`config.mk`:
```
export PLATFORM = sky130hd
export DESIGN_NAME = incr_skip_or_longcall_exec
export DESIGN_NICKNAME = d
export VERILOG_FILES = /design/src/incr_skip_or_longcall_exec.v
export VERILOG_INCLUDE_DIRS = /design/src /design/src/src
export SDC_FILE = /design/constraint.sdc
export NUM_CORES = 1
export LEC_CHECK = 0
export ABC_CLOCK_PERIOD_IN_PS = 2400
export BUFFER_PORTS_ARGS = -buffer_cell sky130_fd_sc_hd__buf_2
export CORE_MARGIN = 3
export CORE_UTILIZATION = 53
export DETAILED_ROUTE_END_ITERATION = 12
export MAX_ROUTING_LAYER = met4
export PLACE_DENSITY_LB_ADDON = 0.12
export SETUP_SLACK_MARGIN = 0.15
export SYNTH_ARGS = -nofsm -noshare
export SYNTH_HDL_FRONTEND = slang
export SYNTH_SLANG_ARGS = --single-unit
```
`constraint.sdc`:
```
create_clock -name mclk -period 2.4 [get_ports mclk]
set_input_delay 0.24 -clock mclk [delete_from_list [all_inputs] [get_ports mclk]]
set_output_delay 0.24 -clock mclk [all_outputs]
set_load 0.02 [all_outputs]
```
`src/exec_map.vh`:
```
/*
  constants for the increment-skip / inclusive-or / long-call execution block.
  assumes nothing: definitions only.
*/
`ifndef EXEC_MAP_VH
`define EXEC_MAP_VH

// phases of one instruction cycle
`define PH_DECODE 2'h0
`define PH_READ 2'h1
`define PH_PROCESS 2'h2
`define PH_WRITE 2'h3
`define PH_STEP 2'h1

// opcode fields
`define OP7_HI 15
`define OP7_LO 9
`define OP8_LO 8
`define DEST_BIT 8
`define LIT_HI 7
`define LIT_LO 0

// opcode patterns
`define OP7_INCR_SKIP_NZ 7'h12
`define OP7_OR_W_FILE 7'h04
`define OP8_OR_LIT_W 8'hb3
`define OP8_LONG_CALL 8'hb7

// values
`define BYTE_ZERO 8'h00
`define BYTE_ONE 8'h01
`define PC_ONE 16'h0001
`define WORD_ZERO 16'h0000

`endif

```
`src/incr_skip_or_longcall_exec.v`:
```
/*
  execution of four instructions of an 8-bit core: increment file and skip if
  non-zero, or literal into the working register, or working register with
  file, and long call. assumes a file register array that answers file_addr
  combinationally on file_rd_data within one mclk, a fetch unit that offers
  the next instruction word at each decode phase, and a stack that takes
  stack_push with top_of_stack.
*/
`timescale 1ns/1ps
`default_nettype none
`include "exec_map.vh"

// Behaviour
// - non-zero increment result discards the prefetched word, runs a no-op instead
// - increment-skip is one word, one cycle, two with skip; extra cycle does nothing
// - 1011 0011 kkkk kkkk ors literal with working register into working register
// - 0000 100d ffff ffff ors w with file into w or file, one cycle
// - long call 1011 0111 kkkk kkkk pushes program counter plus one
// - long call loads pc: literal low byte, holding latch high byte
module incr_skip_or_longcall_exec #(
  parameter DATA_W = 8,
  parameter INSTR_W = 16,
  parameter PC_W = 16
) (
  // clock and reset
  input wire mclk,
  input wire rstn,
  // instruction fetch
  input wire instr_valid,
  input wire [INSTR_W-1:0] instr_word,
  input wire [PC_W-1:0] pc,
  input wire [DATA_W-1:0] pc_high_holding_latch,
  output reg [1:0] phase_reg,
  output reg instr_taken_reg,
  output reg discard_fetched_reg,
  // file register access
  output reg [DATA_W-1:0] file_addr_reg,
  input wire [DATA_W-1:0] file_rd_data,
  output reg file_wr_en_reg,
  output reg [DATA_W-1:0] file_wr_data_reg,
  // core state
  output reg [DATA_W-1:0] working_register_reg,
  output reg zero_flag_reg,
  // stack and program counter
  output reg stack_push_reg,
  output reg [PC_W-1:0] top_of_stack_reg,
  output reg pc_load_reg,
  output reg [PC_W-1:0] pc_load_value_reg
);

  reg [INSTR_W-1:0] instr_reg;
  reg active_reg;
  reg nop_pending_reg;
  reg [PC_W-1:0] pc_reg;
  reg [DATA_W-1:0] operand_reg;
  reg [DATA_W-1:0] result_reg;
  reg [DATA_W-1:0] result_next;

  wire [6:0] op7 = instr_reg[`OP7_HI:`OP7_LO];
  wire [7:0] op8 = instr_reg[`OP7_HI:`OP8_LO];
  wire dest_file = instr_reg[`DEST_BIT];
  wire [DATA_W-1:0] literal = instr_reg[`LIT_HI:`LIT_LO];
  wire is_incr = active_reg && (op7 == `OP7_INCR_SKIP_NZ);
  wire is_or_file = active_reg && (op7 == `OP7_OR_W_FILE);
  wire is_or_lit = active_reg && (op8 == `OP8_OR_LIT_W);
  wire is_call = active_reg && (op8 == `OP8_LONG_CALL);
  wire takes_file = is_incr || is_or_file;
  wire is_or = is_or_file || is_or_lit;

  // increment by one, wraps at the byte boundary
  // or of w and operand, shared by the file form
  always @*
  begin
    result_next = result_reg;
    if (is_incr)
    begin
      result_next = operand_reg + `BYTE_ONE;
    end
    else if (is_or)
    begin
      result_next = working_register_reg | operand_reg;
    end
  end

  // phases advance in fixed order, decode first after reset
  always @(posedge mclk)
  begin
    if (!rstn)
    begin
      phase_reg <= `PH_DECODE;
    end
    else
    begin
      phase_reg <= phase_reg + `PH_STEP;
    end
  end

  // file destination when d is set
  // the file form of or writes back the same way
  always @(posedge mclk)
  begin
    if (!rstn)
    begin
      file_wr_en_reg <= 1'h0;
      file_wr_data_reg <= `BYTE_ZERO;
    end
    else
    begin
      file_wr_en_reg <= 1'h0;
      if (takes_file && dest_file && (phase_reg == `PH_WRITE))
      begin
        file_wr_en_reg <= 1'h1;
        file_wr_data_reg <= result_reg;
      end
    end
  end

  // return address pushed in the same pulse as the load
  always @(posedge mclk)
  begin
    if (!rstn)
    begin
      stack_push_reg <= 1'h0;
      top_of_stack_reg <= `WORD_ZERO;
      pc_load_reg <= 1'h0;
      pc_load_value_reg <= `WORD_ZERO;
    end
    else
    begin
      stack_push_reg <= 1'h0;
      pc_load_reg <= 1'h0;
      if (is_call && (phase_reg == `PH_WRITE))
      begin
        stack_push_reg <= 1'h1;
        top_of_stack_reg <= pc_reg + `PC_ONE;
        // new pc from latch and literal
        pc_load_reg <= 1'h1;
        pc_load_value_reg <= {pc_high_holding_latch, literal};
      end
    end
  end

  always @(posedge mclk)
  begin
    if (!rstn)
    begin
      instr_taken_reg <= 1'h0;
      discard_fetched_reg <= 1'h0;
      file_addr_reg <= `BYTE_ZERO;
      working_register_reg <= `BYTE_ZERO;
      zero_flag_reg <= 1'h0;
      instr_reg <= `WORD_ZERO;
      active_reg <= 1'h0;
      nop_pending_reg <= 1'h0;
      pc_reg <= `WORD_ZERO;
      operand_reg <= `BYTE_ZERO;
      result_reg <= `BYTE_ZERO;
    end
    else
    begin
      instr_taken_reg <= 1'h0;
      case (phase_reg)
        `PH_DECODE:
        begin
          // a pending no-op cycle takes no instruction in any phase
          if (nop_pending_reg)
          begin
            nop_pending_reg <= 1'h0;
            discard_fetched_reg <= 1'h1;
            active_reg <= 1'h0;
          end
          else
          begin
            discard_fetched_reg <= 1'h0;
            active_reg <= instr_valid;
            instr_taken_reg <= instr_valid;
            instr_reg <= instr_word;
            pc_reg <= pc;
            file_addr_reg <= instr_word[`LIT_HI:`LIT_LO];
          end
        end
        `PH_READ:
        begin
          // operand is file data or the literal
          if (takes_file)
            operand_reg <= file_rd_data;
          else
            operand_reg <= literal;
        end
        `PH_PROCESS:
        begin
          result_reg <= result_next;
        end
        `PH_WRITE:
        begin
          // destination chosen by the d bit
          // same destination choice for the file form of or
          if ((takes_file && !dest_file) || is_or_lit)
            working_register_reg <= result_reg;
          // only the or forms touch the zero flag
          // zero flag follows the or result
          if (is_or)
            zero_flag_reg <= (result_reg == `BYTE_ZERO);
          // non-zero result throws away the prefetched word
          if (is_incr && (result_reg != `BYTE_ZERO))
            nop_pending_reg <= 1'h1;
          // the prefetched word is stale after a call, so its cycle is a no-op
          if (is_call)
            nop_pending_reg <= 1'h1;
        end
        default:
        begin
          active_reg <= 1'h0;
        end
      endcase
    end
  end

endmodule
`default_nettype wire

```
==> out/qor.yml, run 1 <==
die_area_sq_mm: 0.00962
synthesis.nets: 595
holdWs_ns: 0.106
seq_area_frac_synth_pct: 46.8
final_nets: 689
slew-limit-headroom_pct: 65.6
critPathArrivalTime_ns: 2.37
ys_seq_elements: 105
final_common_cell: "nand2_1"
core_area_sq_mm: 0.00797
cts_resized: 0
via_per_inst: 5.53
overflow: 0
gp_congestion: 0.857
layout_setup_ws_ns: 0.316
grtUsageTotal_pct: 22.9
multi_input_area_sq_mm: 0.00216
period_minus_slack_ns: 2.08
clkSinkCount: 105
cts_root_buffer: "clkbuf_8"
cts_tree: "built"
worst_pin_slew_ns: 0.517
io-pin-count: 115
drc: 0
skew_ns: 0.0107
routed-via-count: 4082
critPathLaunchType: "flip-flop"
clk_path_buf_depth: 2
cts_setup_buffers: 0
fp.dieH_microns: 98.1
initial_core_util_pct: 56.4
hold_viol: 0
finalSetupTns_ns: 0
setup_viol: 0
critPathRequiredTime_ns: 2.69
diodes: 0
grt_pass1_vias: 3742
post-route-period-util_pct: 86.8
drive_gt1_share_pct: 23.1
dp_hpwl_microns: 7710
synth_edf_count: 0
fill_cells: 704
ys.flop_type: "dfxtp_1"
cap_violations: 0
grt_pass1_wl_microns: 17900
grt_max_degree: 48
first_pass_iters: 5
critPathKind: "reg2reg"
syn2layout_area_growth_pct: 17.7
rsz0062_at_grt: "false"
p_leak_nw: 2.16
mostFrequentLayoutCells: "nand2_1, buf_2, dfxtp_1, a21oi_1, o21ai_0"
ant_nets: 0
critical_path.max_fanout: 8
hp-class: "in2reg"
syn_area_per_cell_sq_um: 8.35
power_density_mw_per_mm2: 640
cp-end-kind: "flip-flop"
clkSlewWorstSetupHoldPaths_ns: 0.10
fp-row-count: 32
insertion_delay_ns: 0.36
syn_inst: 538
status: "finished, final reports clean"
ys_types: 55
syn_area_sq_mm: 0.00449
drv_slew: 0
die_w_microns: 98.1
cts_hold_buf: 0
ir_drop_uv: 302
async_flop_share_pct: 0
wl_per_cell_microns: 14.6
portBuffers: 114
antenna_found_initial: 0
seqCellArea_sq_mm: 0.00210
initialDrtViolationCount: 199
ys_warn_count: 0
dp_slack_ns: 0.382
htreeDepth: 3
r2r_slack_ns: 0.32
cts_buffers: 9
max_freq_ghz: 0.480
drt_wl_total_microns: 10800
[worst paths after layout]
path / start / depth (start not counted) / endpoint
worst max-delay path: instr_reg[11] / 5 / working_register_reg[0]
worst min register to register: pc_load_value_reg[6] / 2 / pc_load_value_reg[6]
worst max register to register: instr_reg[11] / 5 / working_register_reg[0]
worst min-delay path: pc[10] / 3 / pc_reg[10]
[cell type report]
type / instances / area share, %
sequential: 105 / 39.8
inverter: 7 / 0.497
timing repair buffer: 126 / 12.5
tap: 102 / 2.41
multi-input combinational: 383 / 40.9
clock buffer: 11 / 2.49
clock inverter: 4 / 1.47
[per-stage QoR]
stage                     cell area, sq um  utilization (%)  power (mW)  cells
final                                 5290             66.3        3.39    738
after global routing                  5290             66.3        3.53    738
after detailed placement              5080             63.7        2.25    723
after floorplan                       4490                -        2.14    538
after global placement                5080             63.7        2.24    723
after CTS                             5290             66.3        3.41    738
[synthesized netlist by cell type, types with 3 or more instances]
| library cell | instances | area share [%] |
|---|---|---|
| or4_1 | 5 | 0.84 |
| or3_1 | 5 | 0.70 |
| nor3_1 | 4 | 0.45 |
| a31oi_1 | 14 | 1.9 |
| buf_4 | 9 | 1.5 |
| nor2_1 | 22 | 1.8 |
| clkbuf_1 | 24 | 2.0 |
| and3_1 | 5 | 0.70 |
| xnor2_1 | 5 | 0.97 |
| o21ai_0 | 23 | 2.6 |
| mux2i_1 | 20 | 4.5 |
| a211oi_1 | 8 | 1.3 |
| xor2_1 | 5 | 0.97 |
| o31ai_1 | 3 | 0.50 |
| nand3b_1 | 3 | 0.50 |
| nand2_1 | 140 | 12 |
| ha_1 | 6 | 1.7 |
| o21a_1 | 4 | 0.67 |
| and4_1 | 5 | 0.97 |
| inv_1 | 6 | 0.50 |
| nand3_1 | 5 | 0.56 |
| o211ai_1 | 3 | 0.50 |
| o311ai_0 | 3 | 0.58 |
| dfxtp_1 | 105 | 47 |
| buf_1 | 6 | 0.50 |
| a21oi_1 | 57 | 6.3 |
| nand4_1 | 8 | 1.1 |
[kinds of logic (layout without fill, tap and decap cells)]
group                    count (synthesis)  after routing  share of synthesized area, %
flip-flops                             105            105                          46.8
adder cells (fa/ha/maj)                  6              6                          1.67
buffers and inverters                   50            148                          5.18
AND/OR/NAND/NOR                        215            215                          21.7
multiplexers                            20             20                          4.46
AO/OA/AOI/OAI                          132            132                          18.2
XOR/XNOR                                10             10                          1.95
[critical path: stages, from the launching register on]
cell       delay [ns]
dfxtp_1          0.42
or3b_2           0.55
a2111oi_0        0.48
o21a_1           0.18
buf_4            0.19
mux2i_1          0.20
[power by group]
group	switching (mW)	internal, mW	leakage [nW]
sequential	0.0756	1.80	0.854
clock	0.588	0.590	0.104
combinational	0.200	0.129	1.20
total	0.863	2.52	2.16
[per-layer routing]
layer	GRT usage, %	vias to the layer above	wire length, microns	part of all wire, %
li1	-	2056	-	-
met1	28.6	1895	4770	44
met2	38.0	117	5250	49
met3	3.50	14	583	5.4
met4	7.24	0	176	1.6
met5	-	-	0	0
(Power assumes the default switching activity.)
==> run 2: changes to the inputs <==
--- a/config.mk
+++ b/config.mk
@@ -8,7 +8,7 @@
 export LEC_CHECK = 0
 export ABC_CLOCK_PERIOD_IN_PS = 2400
 export BUFFER_PORTS_ARGS = -buffer_cell sky130_fd_sc_hd__buf_2
-export CORE_MARGIN = 3
+export CORE_MARGIN = 2
 export CORE_UTILIZATION = 53
 export DETAILED_ROUTE_END_ITERATION = 12
 export MAX_ROUTING_LAYER = met4
==> constraint.sdc (replaced) <==
create_clock -name mclk -period 2.4 [get_ports mclk]
set_input_delay 0.24 -clock mclk [delete_from_list [all_inputs] [get_ports mclk]]
set_output_delay 0.24 -clock mclk [all_outputs]
set_load 0.05 [all_outputs]
==> run 2 against run 1 <==
Against the previous run:
- worst setup slack got worse by 0.011 ns
- register-to-register slack barely moved
- die area fell by 4.0%
- non-clock buffer count did not move
- core utilization fell by 1.7 points
- largest cell class unchanged
- largest power group unchanged
- highest routed layer unchanged
==> out/qor.yml, run 2 (synthesized netlist as in run 1, its figures left out) <==
initial_core_util_pct: 54.7  # -1.7 points
final_nets: 689  # unchanged
drive_gt1_share_pct: 23.7  # +0.59 points
gp_congestion: 0.834  # -2.6%
max_freq_ghz: 0.477  # -0.52%
grtUsageTotal_pct: 25.5  # +2.7 points
crit_family: "simple AND/OR/NAND/NOR gates"
p_switching_mw: 0.948  # +9.8%
critPathRequiredTime_ns: 2.65  # -0.04 ns
crit_cells: 6  # +1
clk_path_buf_depth: 2  # unchanged
power.internal_mw: 2.43  # -3.8%
skew_ns: 0.0110  # +0.000317 ns
holdPathStages: 3  # unchanged
critPathLaunchType: "flip-flop"
fp.dieH_microns: 96.1  # -2.0%
power_density_mw_per_mm2: 635  # -0.86%
cts_root_buffer: "clkbuf_8"
io-pin-count: 115  # unchanged
cpPeakStageDelay_ns: 0.58  # +0.03 ns
combPwrFrac_pct: 10.8  # +1.1 points
portBuffers: 114  # unchanged
slew-limit-headroom_pct: 55.4  # -10 points
rsz0062_at_grt: "false"
via_per_inst: 5.44  # -1.7%
first_pass_iters: 4  # -1
drt_wl_total_microns: 10800  # +0.38%
finalSetupTns_ns: 0  # unchanged
critical_path.max_fanout: 8  # unchanged
clkSlewWorstSetupHoldPaths_ns: 0.11  # about the same
htreeDepth: 3  # unchanged
critPathKind: "reg2reg"
path_cells: "or4b_1 -> buf_4 -> a2111oi_4 -> buf_4 -> mux2i_1 -> nor2_1"
drc: 0  # unchanged
diodes: 0  # unchanged
die_w_microns: 96.1  # -2.0%
status: "finished, final reports clean"
cts_tree: "built"
hp-class: "in2reg"
drv_slew: 0  # unchanged
layout.cells.non_filler: 742  # +0.54%
grt_pass1_vias: 3761  # +0.51%
cpMostUsedCell: "buf_4"
cts_hold_buf: 0  # unchanged
fill_cells: 747  # +6.1%
worst_pin_slew_ns: 0.668  # +0.152 ns
power.total_mw: 3.37  # -0.32%
p_seq_share_pct: 55.7  # +0.2 points
overflow: 0  # unchanged
insertion_delay_ns: 0.38  # +0.02 ns
clkSinkCount: 105  # unchanged
core_area_sq_mm: 0.00822  # +3.1%
setup_viol: 0  # unchanged
grt_pass1_wl_microns: 18000  # +0.50%
stdcell_area_sq_mm: 0.00532  # +0.54%
antenna_found_initial: 0  # unchanged
reg2reg_depth: 6  # +1
grt_max_degree: 48  # unchanged
placed_area_sq_mm: 0.00511  # +0.57%
final_common_cell: "nand2_1"
p_leak_nw: 2.16  # -0.17%
hold_viol: 0  # unchanged
p_sw_share_pct: 28.1  # +2.6 points
slowest_stage: "or4b_1"
r2r_slack_ns: 0.31  # about the same
cts_buffers: 9  # unchanged
cap_violations: 0  # unchanged
cp_num_buf_inv: 2  # +1
ant_nets: 0  # unchanged
routed-via-count: 4033  # -1.2%
wl_per_cell_microns: 14.6  # -0.16%
ir_drop_uv: 317  # +5.0%
mostFrequentLayoutCells: "nand2_1, buf_2, dfxtp_1, a21oi_1, o21ai_0"
dp_hpwl_microns: 7730  # +0.19%
post-route-period-util_pct: 87.3  # +0.45 points
initialDrtViolationCount: 144  # -28%
period_minus_slack_ns: 2.09  # +0.0109 ns
p_clk_share_pct: 33.5  # -1.3 points
syn2layout_area_growth_pct: 18.3
cp-end-kind: "flip-flop"
fp-row-count: 33  # +3.1%
placed_cells: 726  # +0.41%
die_area_sq_mm: 0.00923  # -4.0%
critPathArrivalTime_ns: 2.34  # -0.03 ns
## run 2: per-layer routing
| layer | part of all wire (%) | track usage (%) | up-vias |
|---|---|---|---|
| li1 | - | - | 2065 |
| met1 | 44 | 30.4 | 1842 |
| met2 | 49 | 42.4 | 106 |
| met3 | 5.0 | 5.01 | 20 |
| met4 | 2.4 | 10.0 | 0 |
| met5 | 0 | - | - |
## run 2: area by class of cell
class                   instances  area (sq um)  area share [%]
flip-flops and latches        105          2100            39.5
multi-input cells             383          2170            40.8
clock inverters                 7          78.8            1.48
well taps                     105           131            2.47
inverters                       7          26.3           0.494
clock buffers                   9           124            2.33
repair buffers                126           686            12.9
## run 2: what timing repair did
item	4_1_cts	5_1_grt
gates resized for setup	0	2
buffers inserted	0	0
endpoints found under the setup margin	0	8
## run 2: worst register-to-register path, delay by kind of cell, from the launching register on
| kind | cells | cell delay [ns] |
|---|---|---|
| AND/OR/NAND/NOR | 2 | 0.64 |
| AO/OA/AOI/OAI | 1 | 0.32 |
| flip-flops | 1 | 0.35 |
| buffers and inverters | 2 | 0.44 |
| multiplexers | 1 | 0.22 |
## run 2: stage by stage
| stage | worst slack, ns | hold slack [ns] | utilization, % |
|---|---|---|---|
| final | 0.305 | 0.0861 | 64.7 |
| after global routing | 0.185 | 0.0708 | 64.7 |
| after CTS | 0.286 | 0.0740 | 64.6 |
| after detailed placement | 0.354 | 0.443 | 62.1 |
| after global placement | 0.385 | 0.441 | 62.1 |
| after floorplan | 0.282 | 0.376 | - |
## run 2: final timing paths
path | start | endpoint
hold / removal | pc_high_holding_latch[2] | pc_load_value_reg[10]
setup reg to reg | instr_reg[9] | file_wr_data_reg[0]
setup / recovery | instr_reg[9] | file_wr_data_reg[0]
hold reg to reg | pc_load_value_reg[14] | pc_load_value_reg[14]
## run 2: power by group through the flow
stage | registers [mW] | clock network, mW | logic, mW
floorplan | 1.91 | 0 | 0.262
global placement | 1.91 | 0 | 0.357
detailed placement | 1.92 | 0 | 0.364
CTS | 1.88 | 1.14 | 0.365
global route | 1.89 | 1.22 | 0.406
finish | 1.88 | 1.13 | 0.364
